## config.mk

```make
export PLATFORM = sky130hd
export DESIGN_NAME = port_f_ctrl
export DESIGN_NICKNAME = d
export VERILOG_FILES = /design/src/design/port_f_pkg.sv /design/src/design/port_f_ctrl.sv /design/src/design/port_f_sync.sv
export SDC_FILE = /design/constraint.sdc
export NUM_CORES = 1
export LEC_CHECK = 0
export BUFFER_PORTS_ARGS = -buffer_cell sky130_fd_sc_hd__buf_2
export CAP_MARGIN = 20
export CORE_MARGIN = 2
export CORE_UTILIZATION = 43
export CTS_CLUSTER_DIAMETER = 40
export DETAILED_ROUTE_END_ITERATION = 6
export PLACE_DENSITY = 0.68
export SYNTH_ARGS = -nofsm -noshare
export SYNTH_HDL_FRONTEND = slang
export SYNTH_SLANG_ARGS = --single-unit
```

## constraint.sdc

```tcl
create_clock -name I_CLOCK -period 4 [get_ports I_CLOCK]
set_input_delay 0.8 -clock I_CLOCK [delete_from_list [all_inputs] [get_ports I_CLOCK]]
set_output_delay 0.8 -clock I_CLOCK [all_outputs]
set_load 0.01 [all_outputs]
```

## src/design/port_f_pkg.sv

```systemverilog
// Purpose: shared constants for the port F pin function and pad control block
// Assumes: 32-bit register words, each register on one aligned word address
// Notes:   masks give the implemented bits; every other bit reads zero
package port_f_pkg;

  // register byte offsets
  localparam logic [11:0] OFS_DATA         = 12'h000;
  localparam logic [11:0] OFS_OUT_ENABLE   = 12'h004;
  localparam logic [11:0] OFS_FUNC_SEL_TWO = 12'h00C;
  localparam logic [11:0] OFS_FUNC_SEL_THR = 12'h010;
  localparam logic [11:0] OFS_OPEN_DRAIN   = 12'h028;
  localparam logic [11:0] OFS_PULLUP       = 12'h02C;
  localparam logic [11:0] OFS_INPUT_ENABLE = 12'h038;

  // implemented bits per register
  localparam logic [7:0] MASK_FULL         = 8'hFF;
  localparam logic [7:0] MASK_FUNC_SEL_TWO = 8'h30;
  localparam logic [7:0] MASK_FUNC_SEL_THR = 8'h31;
  localparam logic [7:0] MASK_INPUT_ENABLE = 8'hFE;

  // field positions
  localparam int unsigned BIT_PIN0 = 0;
  localparam int unsigned BIT_PIN4 = 4;
  localparam int unsigned BIT_PIN5 = 5;

  // values after reset
  localparam logic [7:0] RST_DATA         = 8'h00;
  localparam logic [7:0] RST_OUT_ENABLE   = 8'h00;
  localparam logic [7:0] RST_FUNC_SEL_TWO = 8'h00;
  localparam logic [7:0] RST_FUNC_SEL_THR = 8'h00;
  localparam logic [7:0] RST_OPEN_DRAIN   = 8'h00;
  localparam logic [7:0] RST_PULLUP       = 8'h01;
  localparam logic [7:0] RST_INPUT_ENABLE = 8'h00;

  // bus response codes
  localparam logic [1:0] RESP_OKAY   = 2'h0;
  localparam logic [1:0] RESP_SLVERR = 2'h2;

  // synchroniser depth in cycles
  localparam int unsigned SYNC_STAGES = 2;

endpackage

```

## src/design/port_f_ctrl.sv

```systemverilog
// Purpose: pin function select, open-drain, pull-up and input enable for port F
// Assumes: AXI4-Lite slave, one write and one read in flight at most
// Notes:   pin inputs pass two flops; stop mode input is on the clock domain
// Operation
// - function select two bit 5 routes pin 5 to external interrupt seven.
// - function select two bit 4 routes pin 4 to external interrupt six.
// - function select two bits 31..6 and 3..0 read zero.
// - function select three bit 5 routes pin 5 to timer 5 capture 1.
// - function select three bit 4 routes pin 4 to timer 5 capture 0.
// - function select three bit 0 drives pin 0 from timer 6; others zero.
// - open-drain bit set gives open-drain, clear push-pull; bits 31..8 zero.
// - pull-up bit set enables that pin pull-up; bits 31..8 read zero.
// - pull-up register resets to one in bit 0 only.
// - input enable exists for pins 7..1; bit 0 reads zero.
// - input enable clear blocks the pin input, set passes it.
// - outside stop, enabled interrupt pins feed interrupts whatever the select.
//
// The implementer's own choices: the address map and register access over AXI4-Lite.
module port_f_ctrl
  import port_f_pkg::*;
#(
  parameter int unsigned ADDR_W = 12
) (
  input  wire logic              I_CLOCK,
  input  wire logic              I_RESET_N,
  // register bus
  input  wire logic [ADDR_W-1:0] I_AWADDR,
  input  wire logic              I_AWVALID,
  output logic                   O_AWREADY,
  input  wire logic [31:0]       I_WDATA,
  input  wire logic [3:0]        I_WSTRB,
  input  wire logic              I_WVALID,
  output logic                   O_WREADY,
  output logic [1:0]             O_BRESP,
  output logic                   O_BVALID,
  input  wire logic              I_BREADY,
  input  wire logic [ADDR_W-1:0] I_ARADDR,
  input  wire logic              I_ARVALID,
  output logic                   O_ARREADY,
  output logic [31:0]            O_RDATA,
  output logic [1:0]             O_RRESP,
  output logic                   O_RVALID,
  input  wire logic              I_RREADY,
  // pads
  input  wire logic [7:0]        I_PIN_IN,
  output logic [7:0]             O_PIN_OUT,
  output logic [7:0]             O_PIN_OE,
  output logic [7:0]             O_PULLUP_EN,
  // peripheral side
  input  wire logic              I_STOP_MODE,
  input  wire logic              I_TIMER6_OUTPUT,
  output logic                   O_EXTERNAL_INTERRUPT_SEVEN,
  output logic                   O_EXTERNAL_INTERRUPT_SIX,
  output logic                   O_TIMER5_CAPTURE_IN1,
  output logic                   O_TIMER5_CAPTURE_IN0
);

  initial begin
    if (ADDR_W < 6 || ADDR_W > 12) begin
      $error("port_f_ctrl: ADDR_W must lie between 6 and 12");
    end
  end

  // reset release and pin synchronisers
  logic             rst_n;
  logic [7:0]       pin_sync;

  // registers
  logic [7:0]       data_out;
  logic [7:0]       out_enable;
  logic [7:0]       pin5_pin4_irq_sel;
  logic [7:0]       timer_sel;
  logic [7:0]       open_drain_bits;
  logic [7:0]       pullup_bits;
  logic [7:0]       input_enable_bits;

  // bus state
  logic [11:0]      aw_addr;
  logic             aw_held;
  logic [7:0]       w_data;
  logic             w_low_lane;
  logic             w_held;
  logic             do_write;
  logic             wr_hit;
  logic             do_read;
  logic             rd_hit;
  logic [7:0]       rd_byte;
  logic [11:0]      ar_full;

  // pin data paths
  logic [7:0]       pin_gated;
  logic [7:0]       drive_value;
  logic [7:0]       drive_enable;

  // reset: asserted at once, released through two flops
  port_f_sync #(
    .WIDTH (1)
  ) u_reset_sync (
    .i_clk   (I_CLOCK),
    .i_rst_n (I_RESET_N),
    .i_async (1'b1),
    .o_sync  (rst_n)
  );

  // pad inputs come from outside the clock domain
  port_f_sync #(
    .WIDTH (8)
  ) u_pin_sync (
    .i_clk   (I_CLOCK),
    .i_rst_n (rst_n),
    .i_async (I_PIN_IN),
    .o_sync  (pin_sync)
  );

  // ---------------- bus slave: write side

  // address and data may come in either order; each is held until used
  assign O_AWREADY = !aw_held && !O_BVALID;
  assign O_WREADY  = !w_held && !O_BVALID;
  assign do_write  = aw_held && w_held && !O_BVALID;

  // write address capture
  always_ff @(posedge I_CLOCK or negedge rst_n) begin
    if (!rst_n) begin
      aw_addr <= 12'h000;
      aw_held <= 1'b0;
    end else if (I_AWVALID && O_AWREADY) begin
      aw_addr <= 12'(I_AWADDR);
      aw_held <= 1'b1;
    end else if (do_write) begin
      aw_held <= 1'b0;
    end
  end

  // write data capture, low lane only carries register bits
  always_ff @(posedge I_CLOCK or negedge rst_n) begin
    if (!rst_n) begin
      w_data     <= 8'h00;
      w_low_lane <= 1'b0;
      w_held     <= 1'b0;
    end else if (I_WVALID && O_WREADY) begin
      w_data     <= I_WDATA[7:0];
      w_low_lane <= I_WSTRB[0];
      w_held     <= 1'b1;
    end else if (do_write) begin
      w_held <= 1'b0;
    end
  end

  // decode of the held write address
  always_comb begin
    if (aw_addr[11:2] == OFS_DATA[11:2]) begin
      wr_hit = 1'b1;
    end else if (aw_addr[11:2] == OFS_OUT_ENABLE[11:2]) begin
      wr_hit = 1'b1;
    end else if (aw_addr[11:2] == OFS_FUNC_SEL_TWO[11:2]) begin
      wr_hit = 1'b1;
    end else if (aw_addr[11:2] == OFS_FUNC_SEL_THR[11:2]) begin
      wr_hit = 1'b1;
    end else if (aw_addr[11:2] == OFS_OPEN_DRAIN[11:2]) begin
      wr_hit = 1'b1;
    end else if (aw_addr[11:2] == OFS_PULLUP[11:2]) begin
      wr_hit = 1'b1;
    end else if (aw_addr[11:2] == OFS_INPUT_ENABLE[11:2]) begin
      wr_hit = 1'b1;
    end else begin
      wr_hit = 1'b0;
    end
  end

  // write response, unmapped words answer with an error
  always_ff @(posedge I_CLOCK or negedge rst_n) begin
    if (!rst_n) begin
      O_BVALID <= 1'b0;
      O_BRESP  <= RESP_OKAY;
    end else if (do_write) begin
      O_BVALID <= 1'b1;
      O_BRESP  <= wr_hit ? RESP_OKAY : RESP_SLVERR;
    end else if (I_BREADY) begin
      O_BVALID <= 1'b0;
    end
  end

  // ---------------- register file

  // port data and output enable
  always_ff @(posedge I_CLOCK or negedge rst_n) begin
    if (!rst_n) begin
      data_out   <= RST_DATA;
      out_enable <= RST_OUT_ENABLE;
    end else if (do_write && w_low_lane) begin
      if (aw_addr[11:2] == OFS_DATA[11:2]) begin
        data_out <= w_data;
      end
      if (aw_addr[11:2] == OFS_OUT_ENABLE[11:2]) begin
        out_enable <= w_data;
      end
    end
  end

  // function selects keep only their implemented bits
  always_ff @(posedge I_CLOCK or negedge rst_n) begin
    if (!rst_n) begin
      pin5_pin4_irq_sel <= RST_FUNC_SEL_TWO;
      timer_sel         <= RST_FUNC_SEL_THR;
    end else if (do_write && w_low_lane) begin
      if (aw_addr[11:2] == OFS_FUNC_SEL_TWO[11:2]) begin
        pin5_pin4_irq_sel <= w_data & MASK_FUNC_SEL_TWO;
      end
      if (aw_addr[11:2] == OFS_FUNC_SEL_THR[11:2]) begin
        timer_sel <= w_data & MASK_FUNC_SEL_THR;
      end
    end
  end

  // pad controls
  always_ff @(posedge I_CLOCK or negedge rst_n) begin
    if (!rst_n) begin
      open_drain_bits   <= RST_OPEN_DRAIN;
      pullup_bits       <= RST_PULLUP;
      input_enable_bits <= RST_INPUT_ENABLE;
    end else if (do_write && w_low_lane) begin
      if (aw_addr[11:2] == OFS_OPEN_DRAIN[11:2]) begin
        open_drain_bits <= w_data;
      end
      if (aw_addr[11:2] == OFS_PULLUP[11:2]) begin
        pullup_bits <= w_data;
      end
      if (aw_addr[11:2] == OFS_INPUT_ENABLE[11:2]) begin
        input_enable_bits <= w_data & MASK_INPUT_ENABLE;
      end
    end
  end

  // ---------------- bus slave: read side

  assign O_ARREADY = !O_RVALID;
  assign do_read   = I_ARVALID && O_ARREADY;
  assign ar_full   = 12'(I_ARADDR);

  // read mux; upper bits always zero
  always_comb begin
    rd_hit  = 1'b1;
    rd_byte = 8'h00;
    if (ar_full[11:2] == OFS_DATA[11:2]) begin
      rd_byte = pin_gated;
    end else if (ar_full[11:2] == OFS_OUT_ENABLE[11:2]) begin
      rd_byte = out_enable;
    end else if (ar_full[11:2] == OFS_FUNC_SEL_TWO[11:2]) begin
      rd_byte = pin5_pin4_irq_sel;
    end else if (ar_full[11:2] == OFS_FUNC_SEL_THR[11:2]) begin
      rd_byte = timer_sel;
    end else if (ar_full[11:2] == OFS_OPEN_DRAIN[11:2]) begin
      rd_byte = open_drain_bits;
    end else if (ar_full[11:2] == OFS_PULLUP[11:2]) begin
      rd_byte = pullup_bits;
    end else if (ar_full[11:2] == OFS_INPUT_ENABLE[11:2]) begin
      rd_byte = input_enable_bits;
    end else begin
      rd_hit = 1'b0;
    end
  end

  // read answer one cycle after the address is taken
  always_ff @(posedge I_CLOCK or negedge rst_n) begin
    if (!rst_n) begin
      O_RVALID <= 1'b0;
      O_RDATA  <= 32'h0000_0000;
      O_RRESP  <= RESP_OKAY;
    end else if (do_read) begin
      O_RVALID <= 1'b1;
      O_RDATA  <= {24'h00_0000, rd_byte};
      O_RRESP  <= rd_hit ? RESP_OKAY : RESP_SLVERR;
    end else if (I_RREADY) begin
      O_RVALID <= 1'b0;
    end
  end

  // ---------------- pin logic

  // per pin input gating and driver shaping
  generate
    for (genvar p = 0; p < 8; p++) begin : g_pin
      logic out_val;
      logic out_en;
      // driven pins read back their latch, others the gated pad
      assign pin_gated[p] = out_enable[p] ? data_out[p]
                          : (pin_sync[p] & input_enable_bits[p]);
      if (p == BIT_PIN0) begin : g_timer_out
        // timer 6 takes over the pad value when selected
        assign out_val = timer_sel[BIT_PIN0] ? I_TIMER6_OUTPUT : data_out[p];
        assign out_en  = timer_sel[BIT_PIN0] | out_enable[p];
      end else begin : g_plain_out
        assign out_val = data_out[p];
        assign out_en  = out_enable[p];
      end
      // open drain drives only lows, push-pull drives both
      assign drive_value[p]  = out_val & ~open_drain_bits[p];
      assign drive_enable[p] = out_en & (~open_drain_bits[p] | ~out_val);
    end
  endgenerate

  // pad outputs from flops
  always_ff @(posedge I_CLOCK or negedge rst_n) begin
    if (!rst_n) begin
      O_PIN_OUT   <= 8'h00;
      O_PIN_OE    <= 8'h00;
      O_PULLUP_EN <= RST_PULLUP;
    end else begin
      O_PIN_OUT   <= drive_value;
      O_PIN_OE    <= drive_enable;
      O_PULLUP_EN <= pullup_bits;
    end
  end

  // interrupt and capture routing; in stop only selected pins pass
  always_ff @(posedge I_CLOCK or negedge rst_n) begin
    if (!rst_n) begin
      O_EXTERNAL_INTERRUPT_SEVEN <= 1'b0;
      O_EXTERNAL_INTERRUPT_SIX   <= 1'b0;
      O_TIMER5_CAPTURE_IN1       <= 1'b0;
      O_TIMER5_CAPTURE_IN0       <= 1'b0;
    end else begin
      O_EXTERNAL_INTERRUPT_SEVEN <= pin_sync[BIT_PIN5] & input_enable_bits[BIT_PIN5]
        & (~I_STOP_MODE | pin5_pin4_irq_sel[BIT_PIN5]);
      O_EXTERNAL_INTERRUPT_SIX   <= pin_sync[BIT_PIN4] & input_enable_bits[BIT_PIN4]
        & (~I_STOP_MODE | pin5_pin4_irq_sel[BIT_PIN4]);
      O_TIMER5_CAPTURE_IN1       <= pin_sync[BIT_PIN5] & input_enable_bits[BIT_PIN5]
        & timer_sel[BIT_PIN5];
      O_TIMER5_CAPTURE_IN0       <= pin_sync[BIT_PIN4] & input_enable_bits[BIT_PIN4]
        & timer_sel[BIT_PIN4];
    end
  end

endmodule

```

## src/design/port_f_sync.sv

```systemverilog
// Purpose: two-flop synchroniser for levels entering the clock domain
// Assumes: reset is asynchronous, active low, and loads zero
// Notes:   the first stage feeds only the second stage
module port_f_sync
  import port_f_pkg::*;
#(
  parameter int unsigned WIDTH = 8
) (
  input  wire logic             i_clk,
  input  wire logic             i_rst_n,
  input  wire logic [WIDTH-1:0] i_async,
  output logic      [WIDTH-1:0] o_sync
);

  logic [WIDTH-1:0] meta;

  initial begin
    if (WIDTH < 1) begin
      $error("port_f_sync: WIDTH must be at least one");
    end
  end

  // two stages, zero under reset
  always_ff @(posedge i_clk or negedge i_rst_n) begin
    if (!i_rst_n) begin
      meta   <= '0;
      o_sync <= '0;
    end else begin
      meta   <= i_async;
      o_sync <= meta;
    end
  end

endmodule

```

==> flow_metrics.py <==
metrics = {
    "synthesis": {
        "synthTopCellsByCount": "dfrtp_1 (119), mux2_2 (63), buf_4 (26), nand2_1 (26), o21ai_0 (21)",
        "mappedNetlistArea_sq_mm": 0.00506,
        "synth_most_common_cell": "dfrtp_1",
        "synth_xor_xnor_area_share_pct": 0,
        "yosys.area.top_type": "dfrtp_1",
        "synth-edff-count": 0,
        "synth_area_leaders": "dfrtp_1 (59%), mux2_2 (14%), buf_4 (3.9%)",
        "synth-async-reset-ratio_pct": 100,
        "ys_seq_area_share_pct": 59.9,
        "yosysWarnings": 0,
        "synth_top_family_by_area": "multiplexers",
        "synth_adder_area_share_pct": 0,
        "synth_ff_type": "dfrtp_1",
        "post_synth_num_cell_types": 47,
        "synthMuxAreaShare_pct": 14.0,
        "synth_top_cell_area_share_pct": 58.9,
        "synthCells": 407,
        "yosys.area_share.simple_pct": 11.5,
        "ys_ff_latch": 121,
        "synth-compound-area-share_pct": 8.26,
        "synth.avg_cell_area_sq_um": 12.4,
    },
    "floorplan": {
        "core_area_sq_mm": 0.0115,
        "fp.dieH_microns": 112,
        "die_area_sq_mm": 0.0127,
        "die_x_microns": 112,
        "start_util_pct": 44.1,
        "io_pins": 146,
        "rows": 39,
    },
    "pwr": {
        "power_density_mw_per_mm2": 556,
        "p_comb_share_pct": 12.8,
        "power_frac_seq_pct": 46.5,
        "clockPowerShare_pct": 40.7,
        "swShare_pct": 26.5,
        "vdd_drop_max_mv": 0.328,
        "internal_power_w": 0.00248,
        "power_switching_w": 0.000896,
        "leakage_nw": 3.01,
    },
    "place": {
        "place_ws_ps": 1670,
        "place_congestion": 0.798,
        "io_buffer_count": 87,
        "dpl.hpwl_microns": 7150,
    },
    "route": {
        "wirelength_microns": 10700,
        "drt.antenna.violating_nets": 0,
        "viasPerCell": 5.12,
        "drt_iter0_drc": 177,
        "drc": 0,
        "vias": 3350,
        "wl_per_cell_microns": 16.4,
        "dr.pass1.iters": 5,
    },
    "run": {
        "drv_cap": 0,
    },
    "critical_path": {
        "cp-end-kind": "flip-flop",
        "cp.depth": 4,
        "r2r_slack_ps": 1640,
        "cp-start-kind": "flip-flop",
        "cp.buffers_inverters": 0,
        "cp_data_required_time_ps": 4280,
        "r2r_start": "aw_addr[11]$_DFFE_PN0P_",
        "crit_type": "reg -> reg",
        "crit_fanout": 8,
        "r2r-end": "out_enable[6]$_DFFE_PN0P_",
        "cpPeakStageDelay_ps": 510,
        "path_delay_family": "simple AND/OR/NAND/NOR gates",
        "crit_start": "aw_addr[11]$_DFFE_PN0P_",
        "slowest_stage": "or4b_4",
        "reg2reg_depth": 4,
        "crit_arrival_ps": 2650,
        "cp_cell_sequence": "or3b_4 > or4b_4 > nor2_2 > mux2_2",
    },
    "clock_network": {
        "cts_setup_buffers": 0,
        "cts-resized-gates": 0,
        "cts_tree": "done",
        "clk_latency_ps": 410,
        "cts_sinks": 121,
        "cts_made_buffers": 17,
        "ctsHoldBuffers": 0,
        "clockBufferDepth": 2,
        "clkTransAtPathRegs_ps": 50,
        "cts.htree.levels": 4,
        "root_buffer": "clkbuf_16",
    },
    "cells_and_area": {
        "fillCellCount": 1002,
        "final_net_count": 575,
        "antennaDiodeCount": 0,
        "syn2layout_area_growth_pct": 20.0,
        "drive_gt1_share_pct": 37.2,
    },
    "sta": {
        "tightestPinTransition_ps": 753,
        "period_share_pct": 59.1,
        "layout_min_cycle_time_ps": 2360,
        "finalSetupViolations": 0,
        "fin_ws_ps": 1640,
        "fmax_mhz": 423,
        "rsz0062_at_grt": "false",
        "finalHoldViolations": 0,
        "clock-skew-final_ps": 6.68,
        "finalHoldWorstSlack_ps": 167,
        "report.final.slew_viol_count": 0,
        "setup_tns_ps": 0,
        "worst_slew_margin_rel_pct": 49.8,
    },
    "global_route": {
        "grt_pass1_wl_microns": 17400,
        "grt_usage_pct": 18.2,
        "grt_antenna_before_repair": 1,
        "gr-total-overflow": 0,
        "grt_pass1_vias": 3490,
        "grt_max_degree": 90,
    },
    "outcome": {
        "status": "finished, final reports clean",
    },
    "min_path": {
        "hold_class": "in -> async",
    },
}
## kinds of logic after synthesis
family          after synthesis
buf+inv                      53
compound gates               66
other cells                   2
mux                          63
simple gates                102
flops                       121
## worst reg2reg max path, stage by stage (launching register included)
cell     delay, ps
dfrtp_1        390
or3b_4         410
or4b_4         510
nor2_2         510
mux2_2         410
## flip-flops by register name, indices dropped and copies added, names as in the netlist, 8 cells and up
register	cells
aw_addr	10
O_RDATA	8
w_data	8
O_PIN_OE	8
O_PULLUP_EN	8
out_enable	8
O_PIN_OUT	8
pullup_bits	8
open_drain_bits	8
data_out	8
## per-stage QoR
stage / util, % / area [sq um] / total power [W] / cells
2_1_floorplan: - / 5150 / 0.00187 / 432
3_3_place_gp: 48.0 / 5510 / 0.00200 / 621
3_5_place_dp: 48.0 / 5510 / 0.00202 / 621
4_1_cts: 52.7 / 6040 / 0.00341 / 653
5_1_grt: 53.0 / 6070 / 0.00356 / 654
6_report: 53.0 / 6070 / 0.00338 / 654
## layout make-up
class                   instances  area, sq um  share of cell area [%]
clock inverters                 9         77.6                    1.28
flip-flops and latches        121         3030                    50.0
repair buffers                 89          470                    7.75
multi-input cells             258         1810                    29.8
well taps                     143          179                    2.95
inverters                      11         41.3                   0.680
clock buffers                  23          458                    7.54
## cell usage in the layout, fill, tap and decap left out, types with 3 or more instances in the layout
cell / netlist / final
nor2b_1: 17 / 17
buf_2: 0 / 87
mux2_2: 63 / 63
clkinvlp_4: 0 / 3
o31ai_1: 3 / 3
o221ai_1: 5 / 5
a21oi_1: 17 / 17
clkbuf_16: 0 / 17
dfrtp_1: 119 / 118
and4b_1: 3 / 3
nand2_1: 26 / 26
nor2_1: 15 / 15
nor3_1: 8 / 8
conb_1: 2 / 27
clkbuf_1: 13 / 5
clkinv_2: 0 / 5
inv_1: 11 / 11
nand2b_1: 10 / 10
and3_1: 5 / 5
o21ai_0: 21 / 21
a2111oi_0: 5 / 5
## power by group through the flow
| stage | Clock (W) | Sequential (W) | Combinational, W |
|---|---|---|---|
| 2_1_floorplan | 0 | 0.00156 | 0.000315 |
| 3_3_place_gp | 0 | 0.00159 | 0.000408 |
| 3_5_place_dp | 0 | 0.00160 | 0.000424 |
| 4_1_cts | 0.00141 | 0.00158 | 0.000426 |
| 5_1_grt | 0.00147 | 0.00161 | 0.000486 |
| 6_report | 0.00137 | 0.00157 | 0.000433 |
## how the worst max path moves through the flow
| stage | endpoint | slack (ps) |
|---|---|---|
| 2_1_floorplan | O_BRESP[1]$_DFFE_PN0P_ | 380 |
| 6_report | out_enable[6]$_DFFE_PN0P_ | 1640 |
| 3_5_place_dp | out_enable[7]$_DFFE_PN0P_ | 1670 |
| 4_1_cts | out_enable[7]$_DFFE_PN0P_ | 1660 |
| 3_3_place_gp | out_enable[3]$_DFFE_PN0P_ | 1720 |
| 5_1_grt | out_enable[7]$_DFFE_PN0P_ | 1570 |
## per-layer routing
metal / part of all wire [%] / global-route usage, % / vias to the layer above / wire length, microns
li1: - / - / 1564 / -
met1: 43 / 23.1 / 1654 / 4620
met2: 49 / 28.4 / 112 / 5270
met3: 5.3 / 5.02 / 18 / 571
met4: 2.2 / 9.92 / 2 / 237
met5: 0.12 / 0 / - / 13
Power figures use the tool's default switching activity.
